<file path="src/tcsg_pkg.sv">
`default_nettype none
package tcsg_pkg;
    // ==========================================
    // Register indices (byte address = 4 * index)
    localparam logic [3:0] TCSG_IDX_TONE_A_FINE = 4'h0;
    localparam logic [3:0] TCSG_IDX_TONE_A_COARSE = 4'h1;
    localparam logic [3:0] TCSG_IDX_TONE_B_FINE = 4'h2;
    localparam logic [3:0] TCSG_IDX_TONE_B_COARSE = 4'h3;
    localparam logic [3:0] TCSG_IDX_TONE_C_FINE = 4'h4;
    localparam logic [3:0] TCSG_IDX_TONE_C_COARSE = 4'h5;
    localparam logic [3:0] TCSG_IDX_NOISE_PERIOD = 4'h6;
    localparam logic [3:0] TCSG_IDX_MIXER_DISABLE = 4'h7;
    localparam logic [3:0] TCSG_IDX_AMPLITUDE_A = 4'h8;
    localparam logic [3:0] TCSG_IDX_AMPLITUDE_B = 4'h9;
    localparam logic [3:0] TCSG_IDX_AMPLITUDE_C = 4'ha;
    localparam logic [3:0] TCSG_IDX_ENV_FINE = 4'hb;
    localparam logic [3:0] TCSG_IDX_ENV_COARSE = 4'hc;
    localparam logic [3:0] TCSG_IDX_ENV_STATUS = 4'hd;
    localparam logic [3:0] TCSG_IDX_ENV_SHAPE = 4'he;
    localparam int TCSG_NUM_REGS = 16;
    localparam logic [7:0] TCSG_REG_RESET = 8'h00;
    // ==========================================
    // Field positions
    localparam int TCSG_COARSE_BITS = 4;
    localparam int TCSG_NOISE_BITS = 5;
    localparam int TCSG_MIX_NOISE_LSB = 3;
    localparam int TCSG_AMP_ENV_BIT = 4;
    localparam int TCSG_SHAPE_HOLD = 0;
    localparam int TCSG_SHAPE_ALT = 1;
    localparam int TCSG_SHAPE_ATTACK = 2;
    localparam int TCSG_SHAPE_CONT = 3;
    // ==========================================
    // Timing: base rates in Hz, system clock in Hz
    localparam int TCSG_CLOCK_HZ = 200000000;
    localparam int TCSG_TONE_BASE_HZ = 223750;
    localparam int TCSG_ENV_BASE_HZ = 13984;
    // Tick at twice the base rate: f = base/period, two edges a period
    localparam int TCSG_TONE_TICK_CYC = TCSG_CLOCK_HZ / (2 * TCSG_TONE_BASE_HZ);
    // Envelope steps 16 per repetition
    localparam int TCSG_ENV_TICK_CYC = TCSG_CLOCK_HZ / (16 * TCSG_ENV_BASE_HZ);
    localparam logic [16:0] TCSG_LFSR_SEED = 17'h00001;
endpackage : tcsg_pkg
`default_nettype wire

</file>
<file path="src/tcsg_sound_gen.sv">
`default_nettype none
module tcsg_sound_gen
    import tcsg_pkg::*;
#(
    parameter int TONE_TICK_CYC = TCSG_TONE_TICK_CYC,
    parameter int ENV_TICK_CYC = TCSG_ENV_TICK_CYC
) (
    input wire logic clock,
    input wire logic sys_rst,
    input wire logic wb_cyc_i,
    input wire logic wb_stb_i,
    input wire logic wb_we_i,
    input wire logic [5:0] wb_adr_i,
    input wire logic [3:0] wb_sel_i,
    input wire logic [31:0] wb_dat_i,
    output logic [31:0] wb_dat_o,
    output logic wb_ack_o,
    output logic [2:0] chanOn,
    output logic [3:0] levelA,
    output logic [3:0] levelB,
    output logic [3:0] levelC
);
    // ==========================================
    // Register file
    typedef enum {ENV_RUN, ENV_HOLD} tcsg_env_state_t;
    logic [7:0] regs_reg [TCSG_NUM_REGS];
    logic ackReg_reg;
    logic [31:0] rdata_reg;
    logic [3:0] regIdx;
    logic busReq;
    logic wrStrobe;
    logic shapeWrite;
    logic [2:0] toneOut_reg;
    logic noiseOut;
    logic [3:0] envLevel_reg;
    tcsg_env_state_t envState_reg;

    assign regIdx = wb_adr_i[5:2];
    assign busReq = wb_cyc_i && wb_stb_i && !ackReg_reg;
    // Writes land on the ack edge, while the master still holds its data
    assign wrStrobe = wb_cyc_i && wb_stb_i && ackReg_reg && wb_we_i && wb_sel_i[0];
    assign shapeWrite = wrStrobe && (regIdx == TCSG_IDX_ENV_SHAPE);
    assign wb_ack_o = ackReg_reg;
    assign wb_dat_o = rdata_reg;

    // One wait state: ack the cycle after the request
    always_ff @(posedge clock) begin
        if (sys_rst) begin
            ackReg_reg <= 1'b0;
        end else begin
            ackReg_reg <= busReq;
        end
    end

    // Address selects the register, data lands on ack edge
    always_ff @(posedge clock) begin
        if (sys_rst) begin
            for (int i = 0; i < TCSG_NUM_REGS; i++) begin
                regs_reg[i] <= TCSG_REG_RESET;
            end
        end else if (wrStrobe) begin
            if (regIdx != TCSG_IDX_ENV_STATUS) begin
                regs_reg[regIdx] <= wb_dat_i[7:0];
            end
        end
    end

    // Index 13 reads live envelope level; others read stored bytes
    always_ff @(posedge clock) begin
        if (sys_rst) begin
            rdata_reg <= 32'h00000000;
        end else if (busReq && !wb_we_i) begin
            if (regIdx == TCSG_IDX_ENV_STATUS) begin
                rdata_reg <= {28'h0000000, envLevel_reg};
            end else begin
                rdata_reg <= {24'h000000, regs_reg[regIdx]};
            end
        end
    end

    // ==========================================
    // Tone generators
    logic [11:0] tonePeriod [3];
    logic [11:0] toneCnt_reg [3];
    logic [15:0] preTone_reg;
    logic toneTick;

    assign toneTick = (preTone_reg == 16'(TONE_TICK_CYC - 1));

    always_ff @(posedge clock) begin
        if (sys_rst || toneTick) begin
            preTone_reg <= 16'h0000;
        end else begin
            preTone_reg <= preTone_reg + 16'h0001;
        end
    end

    genvar ch;
    generate
        for (ch = 0; ch < 3; ch++) begin : g_tone
            // 256 * coarse nibble + fine byte
            assign tonePeriod[ch] = {regs_reg[2 * ch + 1][TCSG_COARSE_BITS - 1:0],
                regs_reg[2 * ch]};
            always_ff @(posedge clock) begin
                if (sys_rst) begin
                    toneCnt_reg[ch] <= 12'h000;
                    toneOut_reg[ch] <= 1'b0;
                end else if (toneTick) begin
                    // Period zero behaves as one, avoiding a stuck divider
                    if (toneCnt_reg[ch] + 12'h001 >= tonePeriod[ch]) begin
                        toneCnt_reg[ch] <= 12'h000;
                        toneOut_reg[ch] <= !toneOut_reg[ch];
                    end else begin
                        toneCnt_reg[ch] <= toneCnt_reg[ch] + 12'h001;
                    end
                end
            end
        end
    endgenerate

    // ==========================================
    // Noise generator
    logic [4:0] noisePeriod;
    logic [4:0] noiseCnt_reg;
    logic [16:0] lfsr_reg;

    assign noisePeriod = regs_reg[TCSG_IDX_NOISE_PERIOD][TCSG_NOISE_BITS - 1:0];
    assign noiseOut = lfsr_reg[0];

    always_ff @(posedge clock) begin
        if (sys_rst) begin
            noiseCnt_reg <= 5'h00;
            lfsr_reg <= TCSG_LFSR_SEED;
        end else if (toneTick) begin
            if (noiseCnt_reg + 5'h01 >= noisePeriod) begin
                noiseCnt_reg <= 5'h00;
                lfsr_reg <= {lfsr_reg[0] ^ lfsr_reg[3], lfsr_reg[16:1]};
            end else begin
                noiseCnt_reg <= noiseCnt_reg + 5'h01;
            end
        end
    end

    // ==========================================
    // Envelope generator
    logic [15:0] envPeriod;
    logic [15:0] envCnt_reg;
    logic [15:0] preEnv_reg;
    logic envTick;
    logic envStep;
    logic envUp_reg;
    logic [3:0] envShape;
    logic cycleEnd;

    assign envPeriod = {regs_reg[TCSG_IDX_ENV_COARSE],
        regs_reg[TCSG_IDX_ENV_FINE]};
    assign envShape = regs_reg[TCSG_IDX_ENV_SHAPE][3:0];
    assign envTick = (preEnv_reg == 16'(ENV_TICK_CYC - 1));
    assign envStep = envTick && (envCnt_reg + 16'h0001 >= envPeriod);
    assign cycleEnd = envUp_reg ? (envLevel_reg == 4'hf) : (envLevel_reg == 4'h0);

    always_ff @(posedge clock) begin
        if (sys_rst || envTick) begin
            preEnv_reg <= 16'h0000;
        end else begin
            preEnv_reg <= preEnv_reg + 16'h0001;
        end
    end

    always_ff @(posedge clock) begin
        if (sys_rst || envStep) begin
            envCnt_reg <= 16'h0000;
        end else if (envTick) begin
            envCnt_reg <= envCnt_reg + 16'h0001;
        end
    end

    // A shape write restarts the envelope from its attack edge
    always_ff @(posedge clock) begin
        if (sys_rst) begin
            envLevel_reg <= 4'hf;
            envUp_reg <= 1'b0;
            envState_reg <= ENV_RUN;
        end else if (shapeWrite) begin
            envUp_reg <= wb_dat_i[TCSG_SHAPE_ATTACK];
            envLevel_reg <= wb_dat_i[TCSG_SHAPE_ATTACK] ? 4'h0 : 4'hf;
            envState_reg <= ENV_RUN;
        end else if (envStep) begin
            case (envState_reg)
                ENV_RUN: begin
                    if (!cycleEnd) begin
                        envLevel_reg <= envUp_reg ? envLevel_reg + 4'h1
                            : envLevel_reg - 4'h1;
                    end else if (!envShape[TCSG_SHAPE_CONT]) begin
                        envLevel_reg <= 4'h0;
                        envState_reg <= ENV_HOLD;
                    end else if (envShape[TCSG_SHAPE_HOLD]) begin
                        // Hold keeps reached level, or flipped one if alternating
                        if (envShape[TCSG_SHAPE_ALT]) begin
                            envLevel_reg <= ~envLevel_reg;
                        end
                        envState_reg <= ENV_HOLD;
                    end else if (envShape[TCSG_SHAPE_ALT]) begin
                        envUp_reg <= !envUp_reg;
                    end else begin
                        envLevel_reg <= envUp_reg ? 4'h0 : 4'hf;
                    end
                end
                ENV_HOLD: begin
                    envLevel_reg <= envLevel_reg;
                end
                default: begin
                    envState_reg <= ENV_RUN;
                end
            endcase
        end
    end

    // ==========================================
    // Mixer and amplitude
    logic [3:0] chanLevel [3];
    generate
        for (ch = 0; ch < 3; ch++) begin : g_mix
            logic [7:0] ampReg;
            logic toneGate;
            logic noiseGate;
            assign ampReg = regs_reg[TCSG_IDX_AMPLITUDE_A + 4'(ch)];
            // Disabled source forces its term high, so it no longer gates
            assign toneGate = regs_reg[TCSG_IDX_MIXER_DISABLE][ch] || toneOut_reg[ch];
            assign noiseGate = regs_reg[TCSG_IDX_MIXER_DISABLE][TCSG_MIX_NOISE_LSB + ch]
                || noiseOut;
            assign chanLevel[ch] = ampReg[TCSG_AMP_ENV_BIT] ? envLevel_reg
                : ampReg[3:0];
            always_ff @(posedge clock) begin
                if (sys_rst) begin
                    chanOn[ch] <= 1'b0;
                end else begin
                    chanOn[ch] <= toneGate && noiseGate;
                end
            end
        end
    endgenerate

    always_ff @(posedge clock) begin
        if (sys_rst) begin
            levelA <= 4'h0;
            levelB <= 4'h0;
            levelC <= 4'h0;
        end else begin
            levelA <= chanOn[0] ? chanLevel[0] : 4'h0;
            levelB <= chanOn[1] ? chanLevel[1] : 4'h0;
            levelC <= chanOn[2] ? chanLevel[2] : 4'h0;
        end
    end

    // ==========================================
    // Checks
    property p_ack_follows;
        @(posedge clock) disable iff (sys_rst)
        (wb_cyc_i && wb_stb_i && !wb_ack_o) |=> wb_ack_o;
    endproperty
    a_ack_follows: assert property (p_ack_follows) else $error("ack missing");

    property p_ack_single;
        @(posedge clock) disable iff (sys_rst)
        wb_ack_o |=> !wb_ack_o;
    endproperty
    a_ack_single: assert property (p_ack_single) else $error("ack held");

    property p_write_applies;
        @(posedge clock) disable iff (sys_rst)
        (wrStrobe && regIdx == TCSG_IDX_AMPLITUDE_A)
            |=> (regs_reg[TCSG_IDX_AMPLITUDE_A] == $past(wb_dat_i[7:0]));
    endproperty
    a_write_applies: assert property (p_write_applies) else $error("write lost");

    property p_fixed_level;
        @(posedge clock) disable iff (sys_rst)
        (chanOn[0] && !regs_reg[TCSG_IDX_AMPLITUDE_A][4])
            |=> (levelA == $past(regs_reg[TCSG_IDX_AMPLITUDE_A][3:0]));
    endproperty
    a_fixed_level: assert property (p_fixed_level) else $error("fixed vol");

    property p_env_level;
        @(posedge clock) disable iff (sys_rst)
        (chanOn[1] && regs_reg[TCSG_IDX_AMPLITUDE_B][4]) |=> (levelB == $past(envLevel_reg));
    endproperty
    a_env_level: assert property (p_env_level) else $error("env vol");

    property p_mix_off;
        @(posedge clock) disable iff (sys_rst)
        (!regs_reg[TCSG_IDX_MIXER_DISABLE][2] && !toneOut_reg[2])
            |=> !chanOn[2];
    endproperty
    a_mix_off: assert property (p_mix_off) else $error("mixer gate");

    property p_hold_still;
        @(posedge clock) disable iff (sys_rst)
        (envState_reg == ENV_HOLD && !shapeWrite) |=> $stable(envLevel_reg);
    endproperty
    a_hold_still: assert property (p_hold_still) else $error("hold moved");

    property p_nocont_zero;
        @(posedge clock) disable iff (sys_rst)
        (envStep && envState_reg == ENV_RUN && cycleEnd && !envShape[3] && !shapeWrite)
            |=> (envLevel_reg == 4'h0);
    endproperty
    a_nocont_zero: assert property (p_nocont_zero) else $error("no zero");

    property p_attack_up;
        @(posedge clock) disable iff (sys_rst)
        (envStep && envState_reg == ENV_RUN && !cycleEnd && envUp_reg && !shapeWrite)
            |=> (envLevel_reg == $past(envLevel_reg) + 4'h1);
    endproperty
    a_attack_up: assert property (p_attack_up) else $error("no count up");

    property p_ack_idle;
        @(posedge clock) disable iff (sys_rst)
        !(wb_cyc_i && wb_stb_i) |=> !wb_ack_o;
    endproperty
    a_ack_idle: assert property (p_ack_idle) else $error("ack unasked");

    property p_tone_steady;
        @(posedge clock) disable iff (sys_rst)
        !toneTick |=> $stable(toneOut_reg);
    endproperty
    a_tone_steady: assert property (p_tone_steady) else $error("tone off tick");

    property p_noise_steady;
        @(posedge clock) disable iff (sys_rst)
        !toneTick |=> $stable(lfsr_reg);
    endproperty
    a_noise_steady: assert property (p_noise_steady) else $error("noise off tick");

    property p_env_steady;
        @(posedge clock) disable iff (sys_rst)
        (!envStep && !shapeWrite) |=> $stable(envLevel_reg);
    endproperty
    a_env_steady: assert property (p_env_steady) else $error("env off step");

    property p_alt_turn;
        @(posedge clock) disable iff (sys_rst)
        (envStep && envState_reg == ENV_RUN && cycleEnd && envShape == 4'ha && !shapeWrite)
            |=> (envUp_reg != $past(envUp_reg));
    endproperty
    a_alt_turn: assert property (p_alt_turn) else $error("no turn");

    property p_shape_restart;
        @(posedge clock) disable iff (sys_rst)
        (shapeWrite && wb_dat_i[TCSG_SHAPE_ATTACK])
            |=> (envLevel_reg == 4'h0 && envUp_reg);
    endproperty
    a_shape_restart: assert property (p_shape_restart) else $error("no attack start");

    property p_noise_gate;
        @(posedge clock) disable iff (sys_rst)
        (!regs_reg[TCSG_IDX_MIXER_DISABLE][TCSG_MIX_NOISE_LSB] && !noiseOut)
            |=> !chanOn[0];
    endproperty
    a_noise_gate: assert property (p_noise_gate) else $error("noise gate");
endmodule : tcsg_sound_gen
`default_nettype wire

</file>
<file path="config.mk">
export PLATFORM = sky130hd
export DESIGN_NAME = tcsg_sound_gen
export DESIGN_NICKNAME = d
export VERILOG_FILES = /design/src/tcsg_pkg.sv /design/src/tcsg_sound_gen.sv
export SDC_FILE = /design/constraint.sdc
export NUM_CORES = 1
export LEC_CHECK = 0
export ABC_AREA = 1
export BUFFER_PORTS_ARGS = -buffer_cell sky130_fd_sc_hd__buf_4
export CAP_MARGIN = 0
export CORE_MARGIN = 3
export CORE_UTILIZATION = 66
export DETAILED_ROUTE_END_ITERATION = 12
export PLACE_DENSITY = 0.95
export RECOVER_POWER = 50
export SLEW_MARGIN = 40
export SYNTH_ARGS = -nofsm -noshare
export SYNTH_HDL_FRONTEND = slang
export SYNTH_SLANG_ARGS = --single-unit
</file>
<file path="constraint.sdc">
create_clock -name clock -period 4.8 [get_ports clock]
set_input_delay 0.96 -clock clock [delete_from_list [all_inputs] [get_ports clock]]
set_output_delay 0.96 -clock clock [all_outputs]
set_load 0.02 [all_outputs]
</file>
After elaboration in Yosys (flattened, before gate mapping)
Memory sizes are Yosys's and may differ from the RTL's.
Index checks and enable logic that the tools add are counted.
- RAM bits: 164
- memories: 2
- logic and storage cells: 171
- register bits after elaboration: 158
- memory list (name ; words ; bits a word ; read ports ; clocked after Yosys merged registers in ; wr ports ; line ; source):
    regs_reg ; 16 ; 8 ; 15 ; 0 ; 16 ; tcsg_sound_gen.sv:26 ; logic [7:0] regs_reg [TCSG_NUM_REGS];
    toneCnt_reg ; 3 ; 12 ; 3 ; 0 ; 3 ; tcsg_sound_gen.sv:84 ; logic [11:0] toneCnt_reg [3];
- reduce and logical (&&, ||, !) cells: 45
- order comparisons: 5
- bitwise logic cells: 12
- $add $sub $neg: 9
- multiplexer cells: 67
- equality and inequality tests: 12
- operators with widths (cell ; number):
    32-bit 2-to-1 mux ; 3
    12-bit 2-to-1 mux ; 6
    32-bit one-hot mux with 2 select lines ; 1
    4-bit 2-to-1 mux ; 15
    16-bit by 1-bit adder with 16-bit output, second input constant ; 3
    1-bit 2-to-1 mux ; 39
    12-bit by 1-bit adder with 12-bit output, second input constant ; 3
    12-bit greater-or-equal comparator ; 3
    32-bit by 1-bit == test with 1-bit output, second input constant ; 1
    32-bit zero test ; 1
    16-bit by 10-bit == test with 1-bit output, second input constant ; 1
    16-bit by 9-bit == test with 1-bit output, second input constant ; 1
    16-bit greater-or-equal comparator ; 1
    8-bit 2-to-1 mux ; 2
    4-bit == test, second input constant ; 3
    1-bit logical AND ; 11
    5-bit inequality test, second input constant ; 2
    2-bit nonzero test ; 5
    1-bit logical OR ; 9
    2-bit AND reduction ; 4
    4-bit AND reduction ; 2
    2-bit OR reduction ; 4
    8-bit OR reduction ; 1
    1-bit zero test ; 6
    other kinds (14) ; 23

Depth between registers and ports, before layout
- depth after elaboration: 9
- mapped depth: 19
- gate-level depth less buffers: 19

Least setup slack after synthesis
OpenSTA, ideal clock, no wires.
- path kind: input -> register
- start point: input port sys_rst
- end point: memory toneCnt_reg[0][0] (enable)
- data required time: 4385 ps
- setup slack: 1724 ps
- path buffers: 2
- arrival time: 2661 ps
- cell stages on the path: 4
- setup time: 415 ps
- cells stage by stage: clkbuf_1 nor2_2 inv_1 clkbuf_1
- RTL lines (what ; line ; source):
    from (decl) ; tcsg_sound_gen.sv:9 ; input wire logic sys_rst,
    to (decl) ; tcsg_sound_gen.sv:84 ;

==> impl_metrics.tcl <==
set metrics [dict create \
    fillerInstances 1277 \
    syn_avg_cell_area_um2 8.48 \
    skew_ns 0.0146 \
    portBuffers 41 \
    pwr-share-comb_pct 7.2 \
    vias 11700 \
    die_h_um 150 \
    antenna_found_initial 1 \
    post-route-drc-count 0 \
    crit-reg2reg-launch "envCnt_reg[0]$_SDFFE_PP0P_" \
    grt_pass1_vias 11300 \
    p_sw_w 0.00118 \
    nets 1783 \
    violations "capacitance limit, slew limit" \
    status "finished, violations left" \
    period_share_pct 80.7 \
    required_ns 4.97 \
    worstHoldStart "preEnv_reg[0]$_SDFF_PP0_" \
    final-setup-viol-count 0 \
    start_util_pct 67.6 \
    hold_depth 1 \
    clock_tree.root_cell "clkbuf_16" \
    reg2reg_slack_ns 1.09 \
    mappedNetlistArea_um2 13800 \
    final_core_util_pct 73.4 \
    dieArea_um2 22600 \
    area_growth_pct 8.59 \
    cts_tree "done" \
    hold_end "preEnv_reg[0]$_SDFF_PP0_" \
    cts_max_level 1 \
    finalMaxSlewViolations 26 \
    ioPinCount 95 \
    clock_latency_ns 0.55 \
    synthTopCellsByArea "edfxtp_1 36%, dfxtp_1 15%, nand2_1 8.2%" \
    path_clk_slew_ns 0.06 \
    numCtsBuffers 27 \
    ir_drop_v 0.000266 \
    rsz0062_at_grt "false" \
    ys_seq_area_share_pct 50.5 \
    gp_congestion 0.914 \
    switching_share_pct 23.9 \
    power_density_nw_per_um2 329 \
    grt_max_degree 35 \
    largest_reg_flops 127 \
    cts_max_path_buffers 3 \
    synth_common_cells "302 x nand2_1, 286 x nor2_1, 208 x inv_1" \
    worst_pin_slew_ns 1.67 \
    crit_path_start_kind "primary input" \
    drive_above_1_share_pct 5.39 \
    core_um2 20400 \
    routed_wl_mm 34.4 \
    fp-row-count 52 \
    die_w_um 150 \
    cts_resized 0 \
    tns_ns 0 \
    post_cts_buffers 0 \
    drt_iter0_markers 1534 \
    seqPwrFrac_pct 51.2 \
    finalHoldViolations 0 \
    fin_crit_ns 3.88 \
    postRouteAntennaNets 0 \
    worst_ep_arrival_time_ns 4.05 \
    track_usage_pct 29.6 \
    via_per_inst 5.98 \
    cp_max_fo 31 \
    synth_cell_types 45 \
    p_int_w 0.00375 \
    power_w 0.00492 \
    ys_ff_latch 266 \
    fmax_mhz 258 \
    cts_sinks 266 \
    pwr-share-clk_pct 41.6 \
    synth_warnings 0 \
    reg2reg_depth 13 \
    regArea_um2 6960 \
    wl_per_cell_um 17.6 \
    syn_inst 1624 \
    drv_cap 1 \
    p_leak_nw 6.40 \
    grt_first_pass_wirelength_mm 53.7 \
    worstHoldPathType "reg -> reg" \
    synth-async-reset-ratio_pct 0 \
    firstDrtPassIters 6 \
    synth_top_area_share_pct 35.5 \
    dpl.hpwl_mm 22.7 \
    multi_input_area_um2 5740 \
    design_area_um2 15000 \
    worstReg2RegEnd "envCnt_reg[5]$_SDFFE_PP0P_" \
    endpoint_kind "register" \
    worstSetupPathType "in -> reg" \
    hold_buffers 0 \
    dpl-instance-area_um2 14200 \
    synth_edf_count 163 \
    overflow 0 \
    yosysMostFrequentCell "nand2_1" \
    synth_area_leader_cell "edfxtp_1" \
    synth_flop_cell "edfxtp_1" \
    max_slew_margin_pct -11.3 \
]
==> stage by stage <==
step / instances / hold WS (ns) / setup WS, ns
after floorplan: 1654 / 0.430 / 1.72
after global placement: 1908 / 0.439 / 1.46
after detailed placement: 1908 / 0.456 / 1.34
after CTS: 1958 / 0.465 / 1.26
after global routing: 1958 / 0.481 / 0.754
final: 1959 / 0.463 / 0.924
==> layer usage <==
layer / track usage (%) / routed length (µm)
met2: 51.9 / 16700
met5: 0 / 0
met1: 35.2 / 12000
met4: 13.9 / 1880
met3: 5.69 / 3870
==> critical path, cell delays in order <==
cell	delay [ns]
clkbuf_1	1.18
nor2_1	0.50
inv_1	0.65
clkbuf_2	0.72
==> power groups by stage <==
stage	Clock [W]	Sequential, W	Combinational, W
after floorplan	0	0.00256	0.000252
after global placement	0	0.00256	0.000324
after detailed placement	0	0.00256	0.000342
after CTS	0.00204	0.00252	0.000350
after global routing	0.00212	0.00252	0.000391
final	0.00205	0.00252	0.000355
==> cell type report <==
type	instances	area share, %
Inverter	214	5.38
Timing Repair Buffer	47	1.72
Antenna cell	1	0.0167
Tap cell	270	2.26
Clock buffer	42	5.45
Clock inverter	8	0.310
Multi-Input combinational cell	1111	38.4
Sequential cell	266	46.5
==> layout by cell type, fill, tap and decap left out, drive strengths merged, types with 3 or more instances in the layout <==
cell    synthesis  routed
nand2         316     316
nor2          289     289
inv           211     213
edfxtp        163     163
dfxtp         103     103
a21oi          82      82
o21ai          72      72
ha             68      68
nand3          68      68
clkbuf         30      68
xor2           41      41
nand4          32      32
a22oi          32      32
conb            1      31
nor3           26      26
buf            33      21
nor4           10      10
clkinv          3       9
or2             8       8
o22ai           7       7
xnor2           6       6
nor3b           4       4
a21o            3       3
a211oi          3       3
o21bai          3       3
==> cells by family (layout without fill, tap and decap cells) <==
family	after synthesis	in the layout	synth area share, %
XOR/XNOR	47	47	2.99
AND/OR/NAND/NOR	757	757	23.2
AO/OA/AOI/OAI	207	207	8.54
flip-flops	266	266	50.5
buffers and inverters	277	311	8.39
adder cells (fa/ha/maj)	69	69	6.32
other	1	32	0.0272
==> worst max-delay path by stage <==
stage,endpoint,startpoint,cells past startpoint
2_1_floorplan,toneCnt_reg[0][0]$_SDFFCE_PN0P_,sys_rst,4
3_3_place_gp,envCnt_reg[15]$_SDFFE_PP0P_,envCnt_reg[0]$_SDFFE_PP0P_,13
3_5_place_dp,envCnt_reg[5]$_SDFFE_PP0P_,envCnt_reg[0]$_SDFFE_PP0P_,13
4_1_cts,envCnt_reg[5]$_SDFFE_PP0P_,envCnt_reg[0]$_SDFFE_PP0P_,13
5_1_grt,noiseCnt_reg[3]$_SDFFE_PP0P_,sys_rst,5
6_report,toneCnt_reg[0][11]$_SDFFCE_PN0P_,sys_rst,4
No activity file was read; power rests on OpenSTA's default activity.
